$ cat src/design/irq_seq_pkg.sv
// Constants, register map and carrier types for the peripheral interrupt sequencer
package irq_seq_pkg;
  localparam int NUM_FLAGS = 11;
  localparam int NUM_VECTORS = 8;
  localparam int VEC_W = 3;
  localparam int PC_W = 13;
  localparam int ADDR_W = 8;
  localparam int DATA_W = 32;

  // Request flag positions; positions below F_SHARED are also vector indices
  localparam int F_SERIAL = 0;
  localparam int F_LV = 1;
  localparam int F_EEPROM = 2;
  localparam int F_T0A = 3;
  localparam int F_T0P = 4;
  localparam int F_PTA = 5;
  localparam int F_PTP = 6;
  localparam int F_SHARED = 7;
  localparam int F_UART = 8;
  localparam int F_T1A = 9;
  localparam int F_T1P = 10;

  // Register byte addresses
  localparam logic [ADDR_W-1:0] OFS_CTRL = 8'h00;
  localparam logic [ADDR_W-1:0] OFS_ENABLE = 8'h04;
  localparam logic [ADDR_W-1:0] OFS_FLAGS = 8'h08;
  localparam logic [ADDR_W-1:0] OFS_STATUS = 8'h0C;

  // Control register fields
  localparam int CTRL_GLOBAL_BIT = 0;
  localparam int CTRL_SHARED_BIT = 1;
  // Status register fields
  localparam int STAT_VEC_LSB = 0;
  localparam int STAT_WAKE_BIT = 4;

  localparam logic [NUM_FLAGS-1:0] FLAGS_RESET = 11'h000;
  localparam logic [NUM_FLAGS-1:0] ENABLE_RESET = 11'h000;
  localparam logic [VEC_W-1:0] VEC_RESET = 3'h0;
  localparam logic [PC_W-1:0] PC_RESET = 13'h0000;
  localparam logic [DATA_W-1:0] RDATA_RESET = 32'h00000000;

  typedef struct packed {
    logic rx_done;
    logic tx_done;
    logic i2c_addr_match;
    logic i2c_timeout;
  } serial_events_t;

  typedef struct packed {
    logic tx_empty;
    logic tx_idle;
    logic rx_avail;
    logic rx_overrun;
    logic addr_detect;
    logic rx_wake;
  } uart_events_t;

  typedef struct packed {
    logic t0_match_a;
    logic t0_match_p;
    logic t1_match_a;
    logic t1_match_p;
    logic pt_match_a;
    logic pt_match_p;
  } timer_events_t;

  typedef struct packed {
    logic stack_full;
    logic return_from_interrupt_op;
    logic plain_return_op;
    logic sleep_mode;
  } core_ctl_t;
endpackage

$ cat src/design/peripheral_interrupt_sequencer.sv
// Interrupt flags, enables, vectoring and wake-up for the internal peripheral sources
//
// Decided for this implementation: the strobed register port and the register offsets.
`timescale 1ns/1ps
`default_nettype none

// Function
// - serial flag set on byte, match, timeout
// - vector needs all enables, flag, stack room
// - serial service clears flag and global enable
// - UART events make a low request pulse
// - UART routed through shared vector enables
// - UART service clears shared flag only
// - low voltage sets flag, service clears
// - EEPROM write done sets flag, service clears
// - each timer has match A and P flags
// - timer one routed through shared vector
// - timer one service clears shared flag only
// - timer zero, periodic own vectors, auto clear
// - any rising flag wakes sleep mode
// - set flag holds until serviced or cleared
// - disabled enable blocks service, keeps flag
// - only program counter is pushed
// - interrupt return restores global enable
// - plain return leaves global enable cleared
// - grouped source sets shared flag
module peripheral_interrupt_sequencer (
  input wire logic clk_sys,
  input wire logic rstn,
  input wire logic [irq_seq_pkg::ADDR_W-1:0] bus_addr,
  input wire logic [irq_seq_pkg::DATA_W-1:0] bus_wdata,
  input wire logic bus_write,
  input wire logic bus_read,
  output logic [irq_seq_pkg::DATA_W-1:0] bus_rdata,
  input wire irq_seq_pkg::serial_events_t serial_events,
  input wire irq_seq_pkg::uart_events_t uart_events,
  input wire logic low_voltage_detect,
  input wire logic eeprom_write_done,
  input wire irq_seq_pkg::timer_events_t timer_events,
  input wire irq_seq_pkg::core_ctl_t core_ctl,
  input wire logic [irq_seq_pkg::PC_W-1:0] core_pc,
  output logic vector_call,
  output logic [irq_seq_pkg::VEC_W-1:0] vector_index,
  output logic stack_push,
  output logic [irq_seq_pkg::PC_W-1:0] stack_push_pc,
  output logic return_pop,
  output logic wake_up,
  output logic global_irq_enable
);

  function automatic logic [irq_seq_pkg::VEC_W-1:0] lowest_index(
    input logic [irq_seq_pkg::NUM_VECTORS-1:0] v
  );
    logic [irq_seq_pkg::VEC_W-1:0] r;
    r = irq_seq_pkg::VEC_RESET;
    for (int i = irq_seq_pkg::NUM_VECTORS - 1; i >= 0; i--) begin
      if (v[i]) begin
        r = i[irq_seq_pkg::VEC_W-1:0];
      end
    end
    return r;
  endfunction

  logic [irq_seq_pkg::NUM_FLAGS-1:0] flags_reg;
  logic [irq_seq_pkg::NUM_FLAGS-1:0] flags_next;
  logic [irq_seq_pkg::NUM_FLAGS-1:0] flags_prev_reg;
  logic [irq_seq_pkg::NUM_FLAGS-1:0] enable_reg;
  logic [irq_seq_pkg::NUM_FLAGS-1:0] hw_set;
  logic [irq_seq_pkg::NUM_FLAGS-1:0] svc_clr;
  logic [irq_seq_pkg::NUM_VECTORS-1:0] req_vec;
  logic [irq_seq_pkg::VEC_W-1:0] take_vec;
  logic [irq_seq_pkg::VEC_W-1:0] last_vec_reg;
  logic ge_reg;
  logic ge_next;
  logic shared_en_reg;
  logic uart_pulse_n_reg;
  logic take;
  logic wr_ctrl;
  logic wr_enable;
  logic wr_flags;
  logic vector_call_reg;
  logic [irq_seq_pkg::VEC_W-1:0] vector_index_reg;
  logic stack_push_reg;
  logic [irq_seq_pkg::PC_W-1:0] stack_push_pc_reg;
  logic return_pop_reg;
  logic wake_reg;
  logic [irq_seq_pkg::DATA_W-1:0] rdata_reg;

  assign wr_ctrl = bus_write && (bus_addr == irq_seq_pkg::OFS_CTRL);
  assign wr_enable = bus_write && (bus_addr == irq_seq_pkg::OFS_ENABLE);
  assign wr_flags = bus_write && (bus_addr == irq_seq_pkg::OFS_FLAGS);

  // Any UART condition pulls the request line low one cycle later, for as many cycles as it lasts
  always_ff @(posedge clk_sys) begin
    if (!rstn) begin
      uart_pulse_n_reg <= 1'b1;
    end else begin
      uart_pulse_n_reg <= ~(|uart_events);
    end
  end

  // Hardware set events for every flag
  always_comb begin
    hw_set = '0;
    hw_set[irq_seq_pkg::F_SERIAL] = |serial_events;
    hw_set[irq_seq_pkg::F_LV] = low_voltage_detect;
    hw_set[irq_seq_pkg::F_EEPROM] = eeprom_write_done;
    hw_set[irq_seq_pkg::F_T0A] = timer_events.t0_match_a;
    hw_set[irq_seq_pkg::F_T0P] = timer_events.t0_match_p;
    hw_set[irq_seq_pkg::F_PTA] = timer_events.pt_match_a;
    hw_set[irq_seq_pkg::F_PTP] = timer_events.pt_match_p;
    hw_set[irq_seq_pkg::F_UART] = ~uart_pulse_n_reg;
    hw_set[irq_seq_pkg::F_T1A] = timer_events.t1_match_a;
    hw_set[irq_seq_pkg::F_T1P] = timer_events.t1_match_p;
    hw_set[irq_seq_pkg::F_SHARED] = hw_set[irq_seq_pkg::F_UART]
      | hw_set[irq_seq_pkg::F_T1A] | hw_set[irq_seq_pkg::F_T1P];
  end

  // Pending requests per vector; the shared vector also needs a source enable
  always_comb begin
    req_vec = '0;
    for (int i = 0; i < irq_seq_pkg::F_SHARED; i++) begin
      req_vec[i] = flags_reg[i] && enable_reg[i];
    end
    req_vec[irq_seq_pkg::F_SHARED] = flags_reg[irq_seq_pkg::F_SHARED] && shared_en_reg
      && ((flags_reg[irq_seq_pkg::F_UART] && enable_reg[irq_seq_pkg::F_UART])
      || (flags_reg[irq_seq_pkg::F_T1A] && enable_reg[irq_seq_pkg::F_T1A])
      || (flags_reg[irq_seq_pkg::F_T1P] && enable_reg[irq_seq_pkg::F_T1P]));
  end

  assign take = ge_reg && (|req_vec) && !core_ctl.stack_full;
  assign take_vec = lowest_index(req_vec);

  // Service clears only the flag that owns the vector; grouped flags stay
  always_comb begin
    svc_clr = '0;
    if (take) begin
      svc_clr[take_vec] = 1'b1;
    end
  end

  // A hardware set in the same cycle beats a service clear or a software write
  always_comb begin
    if (wr_flags) begin
      flags_next = bus_wdata[irq_seq_pkg::NUM_FLAGS-1:0] | hw_set;
    end else begin
      flags_next = (flags_reg & ~svc_clr) | hw_set;
    end
  end

  always_ff @(posedge clk_sys) begin
    if (!rstn) begin
      flags_reg <= irq_seq_pkg::FLAGS_RESET;
      flags_prev_reg <= irq_seq_pkg::FLAGS_RESET;
    end else begin
      flags_reg <= flags_next;
      flags_prev_reg <= flags_reg;
    end
  end

  // Return-from-interrupt re-arms; a plain return leaves the enable alone
  always_comb begin
    ge_next = ge_reg;
    if (take) begin
      ge_next = 1'b0;
    end
    if (wr_ctrl) begin
      ge_next = bus_wdata[irq_seq_pkg::CTRL_GLOBAL_BIT];
    end
    if (core_ctl.return_from_interrupt_op) begin
      ge_next = 1'b1;
    end
  end

  always_ff @(posedge clk_sys) begin
    if (!rstn) begin
      ge_reg <= 1'b0;
      shared_en_reg <= 1'b0;
    end else begin
      ge_reg <= ge_next;
      if (wr_ctrl) begin
        shared_en_reg <= bus_wdata[irq_seq_pkg::CTRL_SHARED_BIT];
      end
    end
  end

  // Clearing an enable never touches a pending flag
  always_ff @(posedge clk_sys) begin
    if (!rstn) begin
      enable_reg <= irq_seq_pkg::ENABLE_RESET;
    end else if (wr_enable) begin
      enable_reg <= bus_wdata[irq_seq_pkg::NUM_FLAGS-1:0];
    end
  end

  // Call sequence: only the program counter goes to the stack
  always_ff @(posedge clk_sys) begin
    if (!rstn) begin
      vector_call_reg <= 1'b0;
      vector_index_reg <= irq_seq_pkg::VEC_RESET;
      stack_push_reg <= 1'b0;
      stack_push_pc_reg <= irq_seq_pkg::PC_RESET;
      last_vec_reg <= irq_seq_pkg::VEC_RESET;
      return_pop_reg <= 1'b0;
    end else begin
      vector_call_reg <= take;
      stack_push_reg <= take;
      return_pop_reg <= core_ctl.return_from_interrupt_op || core_ctl.plain_return_op;
      if (take) begin
        vector_index_reg <= take_vec;
        last_vec_reg <= take_vec;
        stack_push_pc_reg <= core_pc;
      end
    end
  end

  // Wake on any rising flag regardless of enables; a flag already high cannot rise
  always_ff @(posedge clk_sys) begin
    if (!rstn) begin
      wake_reg <= 1'b0;
    end else begin
      wake_reg <= core_ctl.sleep_mode && (|(flags_reg & ~flags_prev_reg));
    end
  end

  always_ff @(posedge clk_sys) begin
    if (!rstn) begin
      rdata_reg <= irq_seq_pkg::RDATA_RESET;
    end else if (bus_read) begin
      rdata_reg <= irq_seq_pkg::RDATA_RESET;
      case (bus_addr)
        irq_seq_pkg::OFS_CTRL: begin
          rdata_reg[irq_seq_pkg::CTRL_GLOBAL_BIT] <= ge_reg;
          rdata_reg[irq_seq_pkg::CTRL_SHARED_BIT] <= shared_en_reg;
        end
        irq_seq_pkg::OFS_ENABLE: begin
          rdata_reg[irq_seq_pkg::NUM_FLAGS-1:0] <= enable_reg;
        end
        irq_seq_pkg::OFS_FLAGS: begin
          rdata_reg[irq_seq_pkg::NUM_FLAGS-1:0] <= flags_reg;
        end
        irq_seq_pkg::OFS_STATUS: begin
          rdata_reg[irq_seq_pkg::STAT_VEC_LSB +: irq_seq_pkg::VEC_W] <= last_vec_reg;
          rdata_reg[irq_seq_pkg::STAT_WAKE_BIT] <= wake_reg;
        end
        default: begin
          rdata_reg <= irq_seq_pkg::RDATA_RESET;
        end
      endcase
    end else begin
      rdata_reg <= irq_seq_pkg::RDATA_RESET;
    end
  end

  assign bus_rdata = rdata_reg;
  assign vector_call = vector_call_reg;
  assign vector_index = vector_index_reg;
  assign stack_push = stack_push_reg;
  assign stack_push_pc = stack_push_pc_reg;
  assign return_pop = return_pop_reg;
  assign wake_up = wake_reg;
  assign global_irq_enable = ge_reg;

  chk_call_needs_room: assert property (
    @(posedge clk_sys) disable iff (!rstn)
    vector_call_reg |-> $past(ge_reg) && !$past(core_ctl.stack_full)
  ) else $error("Call taken without global enable or stack room");

  chk_call_clears_ge: assert property (
    @(posedge clk_sys) disable iff (!rstn)
    take && !wr_ctrl && !core_ctl.return_from_interrupt_op |=> !ge_reg && vector_call_reg
  ) else $error("Global enable still set after a call");

  chk_serial_flag_set: assert property (
    @(posedge clk_sys) disable iff (!rstn)
    (|serial_events) |=> flags_reg[irq_seq_pkg::F_SERIAL]
  ) else $error("Serial event did not set its flag");

  chk_uart_low_pulse: assert property (
    @(posedge clk_sys) disable iff (!rstn)
    (|uart_events) |=> !uart_pulse_n_reg ##1
      (flags_reg[irq_seq_pkg::F_UART] && flags_reg[irq_seq_pkg::F_SHARED])
  ) else $error("UART event did not raise its flags");

  chk_grouped_flag_kept: assert property (
    @(posedge clk_sys) disable iff (!rstn)
    take && take_vec == irq_seq_pkg::VEC_W'(irq_seq_pkg::F_SHARED) && !wr_flags
      && flags_reg[irq_seq_pkg::F_UART] |=> flags_reg[irq_seq_pkg::F_UART]
  ) else $error("Shared vector service cleared the UART flag");

  chk_flag_holds: assert property (
    @(posedge clk_sys) disable iff (!rstn)
    !take && !wr_flags |=> (flags_reg & $past(flags_reg)) == $past(flags_reg)
  ) else $error("Request flag dropped without service or write");

  chk_own_flag_cleared: assert property (
    @(posedge clk_sys) disable iff (!rstn)
    take && !wr_flags && !hw_set[take_vec] |=> !flags_reg[$past(take_vec)]
  ) else $error("Serviced flag was not cleared");

  chk_push_pc: assert property (
    @(posedge clk_sys) disable iff (!rstn)
    vector_call_reg |-> stack_push_reg && stack_push_pc_reg == $past(core_pc)
  ) else $error("Pushed value is not the program counter");

  chk_return_from_interrupt_op_sets_ge: assert property (
    @(posedge clk_sys) disable iff (!rstn)
    core_ctl.return_from_interrupt_op |=> ge_reg && return_pop_reg
  ) else $error("Interrupt return did not restore global enable");

  chk_ret_keeps_ge: assert property (
    @(posedge clk_sys) disable iff (!rstn)
    core_ctl.plain_return_op && !core_ctl.return_from_interrupt_op && !ge_reg && !wr_ctrl
      |=> !ge_reg && return_pop_reg
  ) else $error("Plain return changed global enable");

  chk_wake_on_rise: assert property (
    @(posedge clk_sys) disable iff (!rstn)
    core_ctl.sleep_mode && (|(flags_reg & ~flags_prev_reg)) |=> wake_reg
  ) else $error("Rising flag did not wake the device");

  chk_lowest_first: assert property (
    @(posedge clk_sys) disable iff (!rstn)
    vector_call_reg |-> vector_index_reg == lowest_index($past(req_vec))
  ) else $error("Vector chosen out of priority order");

  chk_shared_needs_en: assert property (
    @(posedge clk_sys) disable iff (!rstn)
    vector_call_reg && vector_index_reg == irq_seq_pkg::VEC_W'(irq_seq_pkg::F_SHARED)
      |-> $past(shared_en_reg)
      && $past(|(enable_reg[irq_seq_pkg::F_T1P:irq_seq_pkg::F_UART]
      & flags_reg[irq_seq_pkg::F_T1P:irq_seq_pkg::F_UART]))
  ) else $error("Shared vector taken without its enables");

  chk_lv_flag_set: assert property (
    @(posedge clk_sys) disable iff (!rstn)
    low_voltage_detect |=> flags_reg[irq_seq_pkg::F_LV]
  ) else $error("Low voltage did not set its flag");

  chk_eeprom_flag_set: assert property (
    @(posedge clk_sys) disable iff (!rstn)
    eeprom_write_done |=> flags_reg[irq_seq_pkg::F_EEPROM]
  ) else $error("Write completion did not set its flag");

  chk_t0_match_a: assert property (
    @(posedge clk_sys) disable iff (!rstn)
    timer_events.t0_match_a |=> flags_reg[irq_seq_pkg::F_T0A]
  ) else $error("Timer zero match A did not set its flag");

  chk_pt_match_p: assert property (
    @(posedge clk_sys) disable iff (!rstn)
    timer_events.pt_match_p |=> flags_reg[irq_seq_pkg::F_PTP]
  ) else $error("Periodic timer match P did not set its flag");

  chk_t1_shared_set: assert property (
    @(posedge clk_sys) disable iff (!rstn)
    timer_events.t1_match_a || timer_events.t1_match_p |=> flags_reg[irq_seq_pkg::F_SHARED]
  ) else $error("Timer one match did not set the shared flag");

  chk_disabled_kept: assert property (
    @(posedge clk_sys) disable iff (!rstn)
    flags_reg[irq_seq_pkg::F_LV] && !enable_reg[irq_seq_pkg::F_LV] && !wr_flags
      |=> !(vector_call_reg && vector_index_reg == irq_seq_pkg::VEC_W'(irq_seq_pkg::F_LV))
      && flags_reg[irq_seq_pkg::F_LV]
  ) else $error("Disabled request was served or dropped");

  chk_timer_one_kept: assert property (
    @(posedge clk_sys) disable iff (!rstn)
    take && take_vec == irq_seq_pkg::VEC_W'(irq_seq_pkg::F_SHARED) && !wr_flags
      && flags_reg[irq_seq_pkg::F_T1A] |=> flags_reg[irq_seq_pkg::F_T1A]
  ) else $error("Shared vector service cleared the timer one flag");

  chk_wake_needs_rise: assert property (
    @(posedge clk_sys) disable iff (!rstn)
    wake_reg |-> $past(core_ctl.sleep_mode) && $past(|(flags_reg & ~flags_prev_reg))
  ) else $error("Wake raised without a rising flag");

endmodule

`default_nettype wire

$ cat config.mk
export PLATFORM = sky130hd
export DESIGN_NAME = peripheral_interrupt_sequencer
export DESIGN_NICKNAME = d
export VERILOG_FILES = /design/src/design/irq_seq_pkg.sv /design/src/design/peripheral_interrupt_sequencer.sv
export SDC_FILE = /design/constraint.sdc
export NUM_CORES = 1
export LEC_CHECK = 0
export BUFFER_PORTS_ARGS = -buffer_cell sky130_fd_sc_hd__buf_2
export CORE_ASPECT_RATIO = 1.4
export CORE_UTILIZATION = 35
export CTS_BUF_LIST = sky130_fd_sc_hd__clkbuf_4 sky130_fd_sc_hd__clkbuf_8 sky130_fd_sc_hd__clkbuf_16
export DETAILED_ROUTE_END_ITERATION = 16
export PLACE_DENSITY_LB_ADDON = 0.3
export SYNTH_ARGS = -nofsm -noshare
export SYNTH_HDL_FRONTEND = slang
export SYNTH_SLANG_ARGS = --single-unit
export TNS_END_PERCENT = 10
$ cat constraint.sdc
create_clock -name clk_sys -period 1.75 [get_ports clk_sys]
set_input_delay 0.0875 -clock clk_sys [delete_from_list [all_inputs] [get_ports clk_sys]]
set_output_delay 0.0875 -clock clk_sys [all_outputs]
set_load 0.01 [all_outputs]
* Word level (Yosys, flattened, before mapping)
Index checks and enable logic that the tools add are counted.
Storage, ports and cells: input port bits 79, logic and storage cells 78, register bits 87
Operators by class: mux-type cells 20, reductions and logical operators 30, bitwise operators 10, equal/unequal tests 3, magnitude comparators 2
Operators with widths (number):
- $mux W3 | 8
- $and A11 B11 Y11 | 2
- $not A11 Y11 | 2
- $or A11 B11 Y11 | 2
- $logic_and A1 B1 Y1 | 19
- $eq A8 B4 Y1 const B | 2
- $pmux W6 S2 | 1
- $mux W11 | 1
- $reduce_or A11 Y1 | 1
- $eq A8 B3 Y1 const B | 1
- $logic_not A8 Y1 | 1
- $mux W8 | 1
- $pmux W2 S4 | 1
- $reduce_or A8 Y1 | 1
- $pmux W1 S3 | 2
- $reduce_or A6 Y1 | 1
- $lt A3 B5 Y1 const B | 1
- $mux W1 | 4
- $reduce_or A4 Y1 | 1
- $demux W1 S3 | 1
- $ge A3 B1 Y1 const B | 1
- $logic_or A1 B1 Y1 | 3
- $reduce_bool A3 Y1 | 1
- $not A1 Y1 | 2
- other kinds (4) | 5

* Logic depth before layout (Yosys ltp)
Gate-level depths: netlist of run 1.
depth in word-level cells 21, gate-level depth with buffers 6, depth with buffers taken out 4

* Worst setup path after synthesis of run 1
No wires, ideal clock.
path type register to register, from register flags_reg[5] (netlist bit), to register stack_push_pc_reg (netlist bit stack_push_pc[0]), arrival 1.385 ns, setup slack 0.294 ns, period minus slack after synthesis 1.456 ns, stages on the path, launching flop included 6, library setup time 0.072 ns, cell sequence dfxtp_1 a22oi_1 and3_2 a21oi_2 buf_6 mux2i_1
Between the ends: cells in the longest elaborated chain, start to end 4
RTL lines:
- start, declared | line peripheral_interrupt_sequencer.sv:64 | logic [irq_seq_pkg::NUM_FLAGS-1:0] flags_reg;
- start signal, assigned | line peripheral_interrupt_sequencer.sv:153 | flags_reg <= irq_seq_pkg::FLAGS_RESET;
- start signal, assigned | line peripheral_interrupt_sequencer.sv:156 | flags_reg <= flags_next;
- $logic_and A1 B1 Y1 | line peripheral_interrupt_sequencer.sv:123 | req_vec[i] = flags_reg[i] && enable_reg[i];
- $reduce_or A8 Y1 | line peripheral_interrupt_sequencer.sv:131 | assign take = ge_reg && (|req_vec) && !core_ctl.stack_full;
- $logic_and A1 B1 Y1 (2 in a row) | line peripheral_interrupt_sequencer.sv:131
- end signal, assigned | line peripheral_interrupt_sequencer.sv:202 | stack_push_pc_reg <= irq_seq_pkg::PC_RESET;
- end signal, assigned | line peripheral_interrupt_sequencer.sv:212 | stack_push_pc_reg <= core_pc;
- end, declared | line peripheral_interrupt_sequencer.sv:84 | logic [irq_seq_pkg::PC_W-1:0] stack_push_pc_reg;
No other way between the ends. A chain may end at the register's enable or synchronous reset.

* Final worst setup path of run 1
from register flags_reg[8] (netlist bit), to register flags_reg[7] (netlist bit)
Between the ends: cells in the longest elaborated chain, start to end 21
RTL lines:
- $logic_and A1 B1 Y1 (*) | line peripheral_interrupt_sequencer.sv:126 | && ((flags_reg[irq_seq_pkg::F_UART] && enable_reg[irq_seq_pkg::F_UART])
- $logic_or A1 B1 Y1 (*) | line peripheral_interrupt_sequencer.sv:127 | || (flags_reg[irq_seq_pkg::F_T1A] && enable_reg[irq_seq_pkg::F_T1A])
- $logic_or A1 B1 Y1 (*) | line peripheral_interrupt_sequencer.sv:128 | || (flags_reg[irq_seq_pkg::F_T1P] && enable_reg[irq_seq_pkg::F_T1P]));
- $logic_and A1 B1 Y1 (*) | line peripheral_interrupt_sequencer.sv:126
- $mux W3 (8 in a row) | line peripheral_interrupt_sequencer.sv:57 | if (v[i]) begin
- $lt A3 B5 Y1 (implied by the code) / $ge A3 B1 Y1 (equally long branches) | line peripheral_interrupt_sequencer.sv:138 | svc_clr[take_vec] = 1'b1;
- $logic_and A1 B1 Y1 (implied by the code) | line peripheral_interrupt_sequencer.sv:138
- $mux W1 (implied by the code) | line peripheral_interrupt_sequencer.sv:138
- $demux W1 S3 | line peripheral_interrupt_sequencer.sv:138
- $mux W8 (*) | line peripheral_interrupt_sequencer.sv:137 | if (take) begin
- $not A11 Y11 (*) | line peripheral_interrupt_sequencer.sv:147 | flags_next = (flags_reg & ~svc_clr) | hw_set;
- $and A11 B11 Y11 (*) | line peripheral_interrupt_sequencer.sv:147
- $or A11 B11 Y11 (*) | line peripheral_interrupt_sequencer.sv:147
- $mux W11 (*) | line peripheral_interrupt_sequencer.sv:144 | if (wr_flags) begin
Every way passes the cells marked *; elsewhere a longest branch is shown, timed or not.

==> results of run 1 <==
-- layout make-up --
class                      count  area [um2]
multi-input combinational    235        1380
inverter                      15        56.3
timing repair buffer         134         811
clock buffer                  15         295
tap                          102         128
sequential                    66        1320
fill                         794        4080
clock inverter                 1        30.0
-- per-layer routing --
metal / part of all wire [%] / routed length, um / up-vias
li1: - / - / 1383
met1: 40 / 3080 / 1276
met2: 53 / 4100 / 111
met3: 6.0 / 465 / 10
met4: 1.7 / 135 / 0
met5: 0 / 0 / -
-- critical path: stages (launching register included) --
cell	delay [ns]
dfxtp_1	0.31
a222oi_1	0.50
nand2_1	0.17
a31o_2	0.31
a221oi_1	0.24
-- power by group through the flow --
stage                     Clock, W  Combinational [W]  Sequential [W]
after floorplan                  0           0.000178         0.00160
after global placement           0           0.000295         0.00159
after detailed placement         0           0.000298         0.00160
after CTS                  0.00194           0.000318         0.00156
after global routing       0.00201           0.000355         0.00157
final                      0.00190           0.000321         0.00156
-- stage by stage --
stage / setup TNS, ns / total power, W / cells
after floorplan: 0 / 0.00178 / 354
after global placement: -0.517 / 0.00189 / 541
after detailed placement: -0.987 / 0.00189 / 541
after CTS: 0 / 0.00382 / 567
after global routing: -0.00838 / 0.00393 / 568
final: 0 / 0.00378 / 568
-- worst min-delay path by stage --
stage	cells past startpoint	slack, ns	start	end
after floorplan	1	0.19	uart_events[4]	uart_pulse_n_reg
after global placement	2	0.28	uart_events[5]	uart_pulse_n_reg
after detailed placement	2	0.29	uart_events[5]	uart_pulse_n_reg
after CTS	3	0.0009	core_pc[9]	stack_push_pc[9]
after global routing	3	0.005	core_pc[11]	stack_push_pc[11]
final	3	0.01	eeprom_write_done	flags_reg[2]
-- cell usage in the layout, fill, tap and decap left out, types with 11 or more instances in the layout --
cell / n
buf_2: 89
dlygate4sd3_1: 11
buf_4: 34
nor2_1: 38
dfxtp_1: 66
mux2i_1: 26
a21oi_1: 12
inv_1: 15
conb_1: 21
nand2_1: 52
a22oi_1: 15
-- cell families after synthesis --
logic type / count (synthesis) / synth area share [%]
multiplexers: 26 / 8.94
other: 1 / 0.129
AND/OR/NAND/NOR: 117 / 18.2
AO/OA/AOI/OAI: 71 / 17.2
buffers and inverters: 53 / 10.2
flip-flops: 66 / 45.4
-- what timing repair did --
| item | in CTS | in global routing |
|---|---|---|
| endpoints found under the hold margin | 8 | 1 |
| setup buffers | 0 | 0 |
| setup endpoints to repair | 13 | 3 |
| hold buffers | 10 | 1 |
| gates resized for setup | 1 | 1 |
==> impl_metrics.py, run 1 <==
metrics = {
    "placement": {
        "post-place-ws_ns": -0.0911,
        "dp_hpwl_um": 5890,
        "placed_area_um2": 3570,
        "place.gp.congestion": 0.935,
        "port_buffers": 89,
    },
    "route": {
        "post_drt_via_cell_ratio": 4.89,
        "antenna_left": 0,
        "drt_iter0_drc": 183,
        "route.vias.total": 2780,
        "wl_per_cell_um": 13.7,
        "drt-total-wl_um": 7780,
        "firstDrtPassIters": 4,
        "drc": 0,
    },
    "power_and_ir_drop": {
        "seq_power_share_pct": 41.4,
        "power_density_nw_per_um2": 941,
        "p_leak_nw": 1.89,
        "p_sw_w": 0.000805,
        "p_clk_share_pct": 50.1,
        "comb_power_share_pct": 8.5,
        "p_int_w": 0.00298,
        "switching_share_pct": 21.3,
        "peakVddDrop_v": 0.000498,
    },
    "synth": {
        "syn_area_um2": 2910,
        "synth_cell_types": 46,
        "seq_area_frac_synth_pct": 45.4,
        "synth_area_leaders": "dfxtp_1, mux2i_1, nand2_1, buf_4, nor2_1",
        "postSynthCellCount": 334,
        "synth_top_area_cell": "dfxtp_1",
        "synth_edf_count": 0,
        "synthFlopType": "dfxtp_1",
        "synth-seq-cells": 66,
        "ys_top_cells_by_count": "dfxtp_1, nand2_1, nor2_1",
        "synthDominantCellAreaShare_pct": 45.4,
        "async_flop_share_pct": 0,
        "ys.warnings.count": 0,
        "syn_avg_cell_area_um2": 8.72,
        "yosysMostFrequentCell": "dfxtp_1",
    },
    "sta": {
        "finalCriticalPeriod_ns": 1.63,
        "maxSlewViolCount": 0,
        "max-slew-margin-rel_pct": 61.8,
        "worst_pin_slew_ns": 0.571,
        "final.setup.worst_slack_ns": 0.122,
        "max_freq_mhz": 614,
        "post-route-period-util_pct": 93.0,
        "finalHoldViolCount": 0,
        "grt_setup_unrepaired": "true",
        "holdWs_ns": 0.0110,
        "setup-violations-final": 0,
        "fin_skew_ns": 0.00418,
    },
    "flow_run": {
        "maxCapViolations": 0,
    },
    "cts": {
        "clk_path_buf_depth": 2,
        "cts.sinks": 66,
        "cts_tree": "done",
        "cts.clk_slew.worst_paths_ns": 0.05,
        "numCtsBuffers": 9,
        "clock-root-buffer": "clkbuf_16",
        "clk_latency_ns": 0.32,
        "cts_max_level": 3,
    },
    "layout": {
        "num_antenna_cells": 0,
        "largest_register_ffs": 13,
        "final_util_pct": 49.6,
        "drive_above_1_share_pct": 31.1,
        "fin_area_um2": 4020,
        "nNetsFinal": 540,
        "syn_to_final_growth_pct": 38.0,
    },
    "setup_path": {
        "worstPathArrival_ns": 1.86,
        "r2r_end": "flags_reg[7]",
        "crit_type": "reg -> reg",
        "start_kind": "register",
        "required_ns": 1.98,
        "r2r_setup_slack_ns": 0.12,
        "critPathCaptureType": "register",
        "rr_startpoint": "flags_reg[8]",
        "crit_start": "flags_reg[8]",
        "endpoint": "flags_reg[7]",
        "worstPathMaxFanout": 3,
        "r2r_cells": 4,
    },
    "die": {
        "dieArea_um2": 8690,
        "start_util_pct": 35.9,
        "num_rows": 39,
        "core-area_um2": 8100,
        "die-width_um": 79.1,
        "die_h_um": 110,
        "ioPinCount": 132,
    },
    "grt": {
        "grt_use_met3_pct": 5.81,
        "grt_max_degree": 28,
        "use_met2_pct": 33.6,
        "use_met1_pct": 20.6,
        "gr-total-overflow": 0,
        "antenna_found_initial": 0,
        "grtUsageTotal_pct": 19.0,
        "grt-busiest-layer": "met2",
        "grt_pass1_vias": 2590,
        "grt_pass1_wl_um": 12300,
    },
    "outcome": {
        "status": "finished, final reports clean",
    },
    "hold_path": {
        "hold_path.class": "in -> reg",
    },
}
Note: power is estimated with default switching activity, not from simulation.
==> run 2, diff against run 1 <==
- clock period: 1.75 -> 2 ns (I/O delays scaled with it)
==> run 2 against run 1 <==
Against the previous run:
- the run now ends with DRC left
- combinational power decreased by 24%
- sequential power shrank 12%
- die area unchanged
- setup slack improved by 0.18 ns
- final cell count decreased by 5.1%
- first-iteration DRC count shrank 7.7%
- clock power down 25%
- global-route usage shrank 0.71 points
- sequential share of layout area up 2.4 points
- register-to-register slack better by 0.18 ns
- clock-buffer cell count down 2
- critical endpoint is now stack_push_pc[8]
==> impl_metrics.py, run 2 (synthesized netlist as in run 1, its figures left out) <==
metrics = {
    "setup_path": {
        "required_ns": 2.25,
        "start_kind": "register",
        "path_cells": "a22oi_1 -> and3_2 -> a21oi_4 -> mux2i_1",
        "worstPathMaxFanout": 13,
        "critPathSlowestCell": "a21oi_4",
        "critPathCaptureType": "register",
        "worstPathArrival_ns": 1.95,
        "max_stage_delay_ns": 0.50,
        "crit_type": "reg -> reg",
    },
    "route": {
        "drt-total-wl_um": 7430,
        "route.vias.total": 2660,
        "antenna_left": 0,
        "drc": 2,
        "drt_iter0_drc": 169,
        "firstDrtPassIters": 10,
        "wl_per_cell_um": 13.8,
        "post_drt_via_cell_ratio": 4.94,
    },
    "power_and_ir_drop": {
        "p_leak_nw": 1.74,
        "peakVddDrop_v": 0.000432,
        "seq_power_share_pct": 45.3,
        "p_sw_w": 0.000675,
        "switching_share_pct": 22.2,
        "p_clk_share_pct": 46.7,
        "comb_power_share_pct": 8.0,
        "power_density_nw_per_um2": 811,
        "p_int_w": 0.00237,
    },
    "grt": {
        "grt_pass1_wl_um": 11900,
        "grt_pass1_vias": 2468,
        "grtUsageTotal_pct": 18.3,
        "gr-total-overflow": 0,
        "grt_max_degree": 39,
        "antenna_found_initial": 0,
    },
    "cts": {
        "numCtsBuffers": 9,
        "clk_latency_ns": 0.33,
        "cts.sinks": 66,
        "clock-root-buffer": "clkbuf_16",
        "clk_path_buf_depth": 2,
        "cts_max_level": 3,
        "cts_tree": "done",
        "cts.clk_slew.worst_paths_ns": 0.05,
        "post_cts_buffers": 0,
    },
    "layout": {
        "fin_cells": 539,
        "nNetsFinal": 514,
        "fin_area_um2": 3750,
        "drive_above_1_share_pct": 28.1,
        "layout_common_cells": "buf_2, dfxtp_1, nand2_1, nor2_1, mux2i_1",
        "largest_register_ffs": 13,
        "num_antenna_cells": 0,
        "syn_to_final_growth_pct": 28.7,
        "layout_commonest_cell": "buf_2",
    },
    "placement": {
        "placed_cells": 522,
        "placed_area_um2": 3430,
        "dp_hpwl_um": 5580,
        "post-place-ws_ns": 0.0582,
        "place.gp.congestion": 0.861,
        "port_buffers": 89,
    },
    "die": {
        "dieArea_um2": 8690,
        "num_rows": 39,
        "die_h_um": 110,
        "core-area_um2": 8100,
        "die-width_um": 79.1,
        "ioPinCount": 132,
        "start_util_pct": 35.9,
    },
    "sta": {
        "setup-violations-final": 0,
        "max_freq_mhz": 589,
        "finalHoldViolCount": 0,
        "post-route-period-util_pct": 84.9,
        "max-slew-margin-rel_pct": 62.3,
        "finalCriticalPeriod_ns": 1.70,
        "tns_ns": 0,
        "worst_pin_slew_ns": 0.565,
        "final.setup.worst_slack_ns": 0.301,
        "maxSlewViolCount": 0,
        "grt_setup_unrepaired": "false",
        "fin_skew_ns": 0.00578,
    },
    "flow_run": {
        "maxCapViolations": 0,
    },
    "hold_path": {
        "hold_path.class": "in -> reg",
    },
    "outcome": {
        "violations": "DRC",
        "status": "complete, but fails checks",
    },
}
==> run 2: cell count changes in the layout (fill, tap and decap cells not counted) <==
cell	previous run	this run
a21boi_0	0	1
a21boi_1	1	0
buf_4	34	15
bufinv_16	1	0
clkbuf_8	4	2
dlygate4sd3_1	11	4
==> run 2: power groups by stage <==
stage | registers, W | logic (W) | clock network [W]
final | 0.00138 | 0.000244 | 0.00142
after global routing | 0.00138 | 0.000273 | 0.00152
after CTS | 0.00138 | 0.000244 | 0.00145
after detailed placement | 0.00140 | 0.000238 | 0
after global placement | 0.00140 | 0.000234 | 0
after floorplan | 0.00140 | 0.000156 | 0
==> run 2: final timing paths <==
kind / start / end / slack [ns] / cells after the start
worst min-delay path: low_voltage_detect / flags_reg[1] / 0.01 / 3
worst min register to register: stack_push_pc[7] / stack_push_pc[7] / 0.45 / 2
worst max-delay path: enable_reg[1] / stack_push_pc[8] / 0.30 / 4
worst max register to register: enable_reg[1] / stack_push_pc[8] / 0.30 / 4
==> run 2: timing repair <==
item                       CTS  global route
setup endpoints to repair    0            13
hold buffers                 4             0
gates resized for setup      0             1
hold endpoints to repair     2             0
==> run 2: area by class of cell <==
cell class	instances	area, um2
Multi-Input combinational cell	235	1380
Tap cell	102	128
Inverter	15	56.3
Fill cell	816	4350
Clock buffer	13	268
Sequential cell	66	1320
Timing Repair Buffer	108	598
==> run 2: through the flow <==
step	hold slack [ns]	utilization, %	total power [W]
after detailed placement	0.303	42.4	0.00164
after CTS	0.00150	46.2	0.00307
after floorplan	0.200	-	0.00155
final	0.0141	46.3	0.00304
after global placement	0.292	42.4	0.00164
after global routing	0.0141	46.3	0.00317
==> run 2: per-layer routing <==
layer,vias up,routed length [um],track usage [%]
met4,0,214,9.09
met5,-,0,0
met3,15,429,4.81
met2,98,3800,31.5
met1,1220,2990,20.7
li1,1327,-,-
==> run 2: worst max-delay path, delay by kind of cell, from the launching register on <==
family | cells | cell delay [ns]
compound gates | 2 | 0.68
mux | 1 | 0.25
flops | 1 | 0.40
simple gates | 1 | 0.28
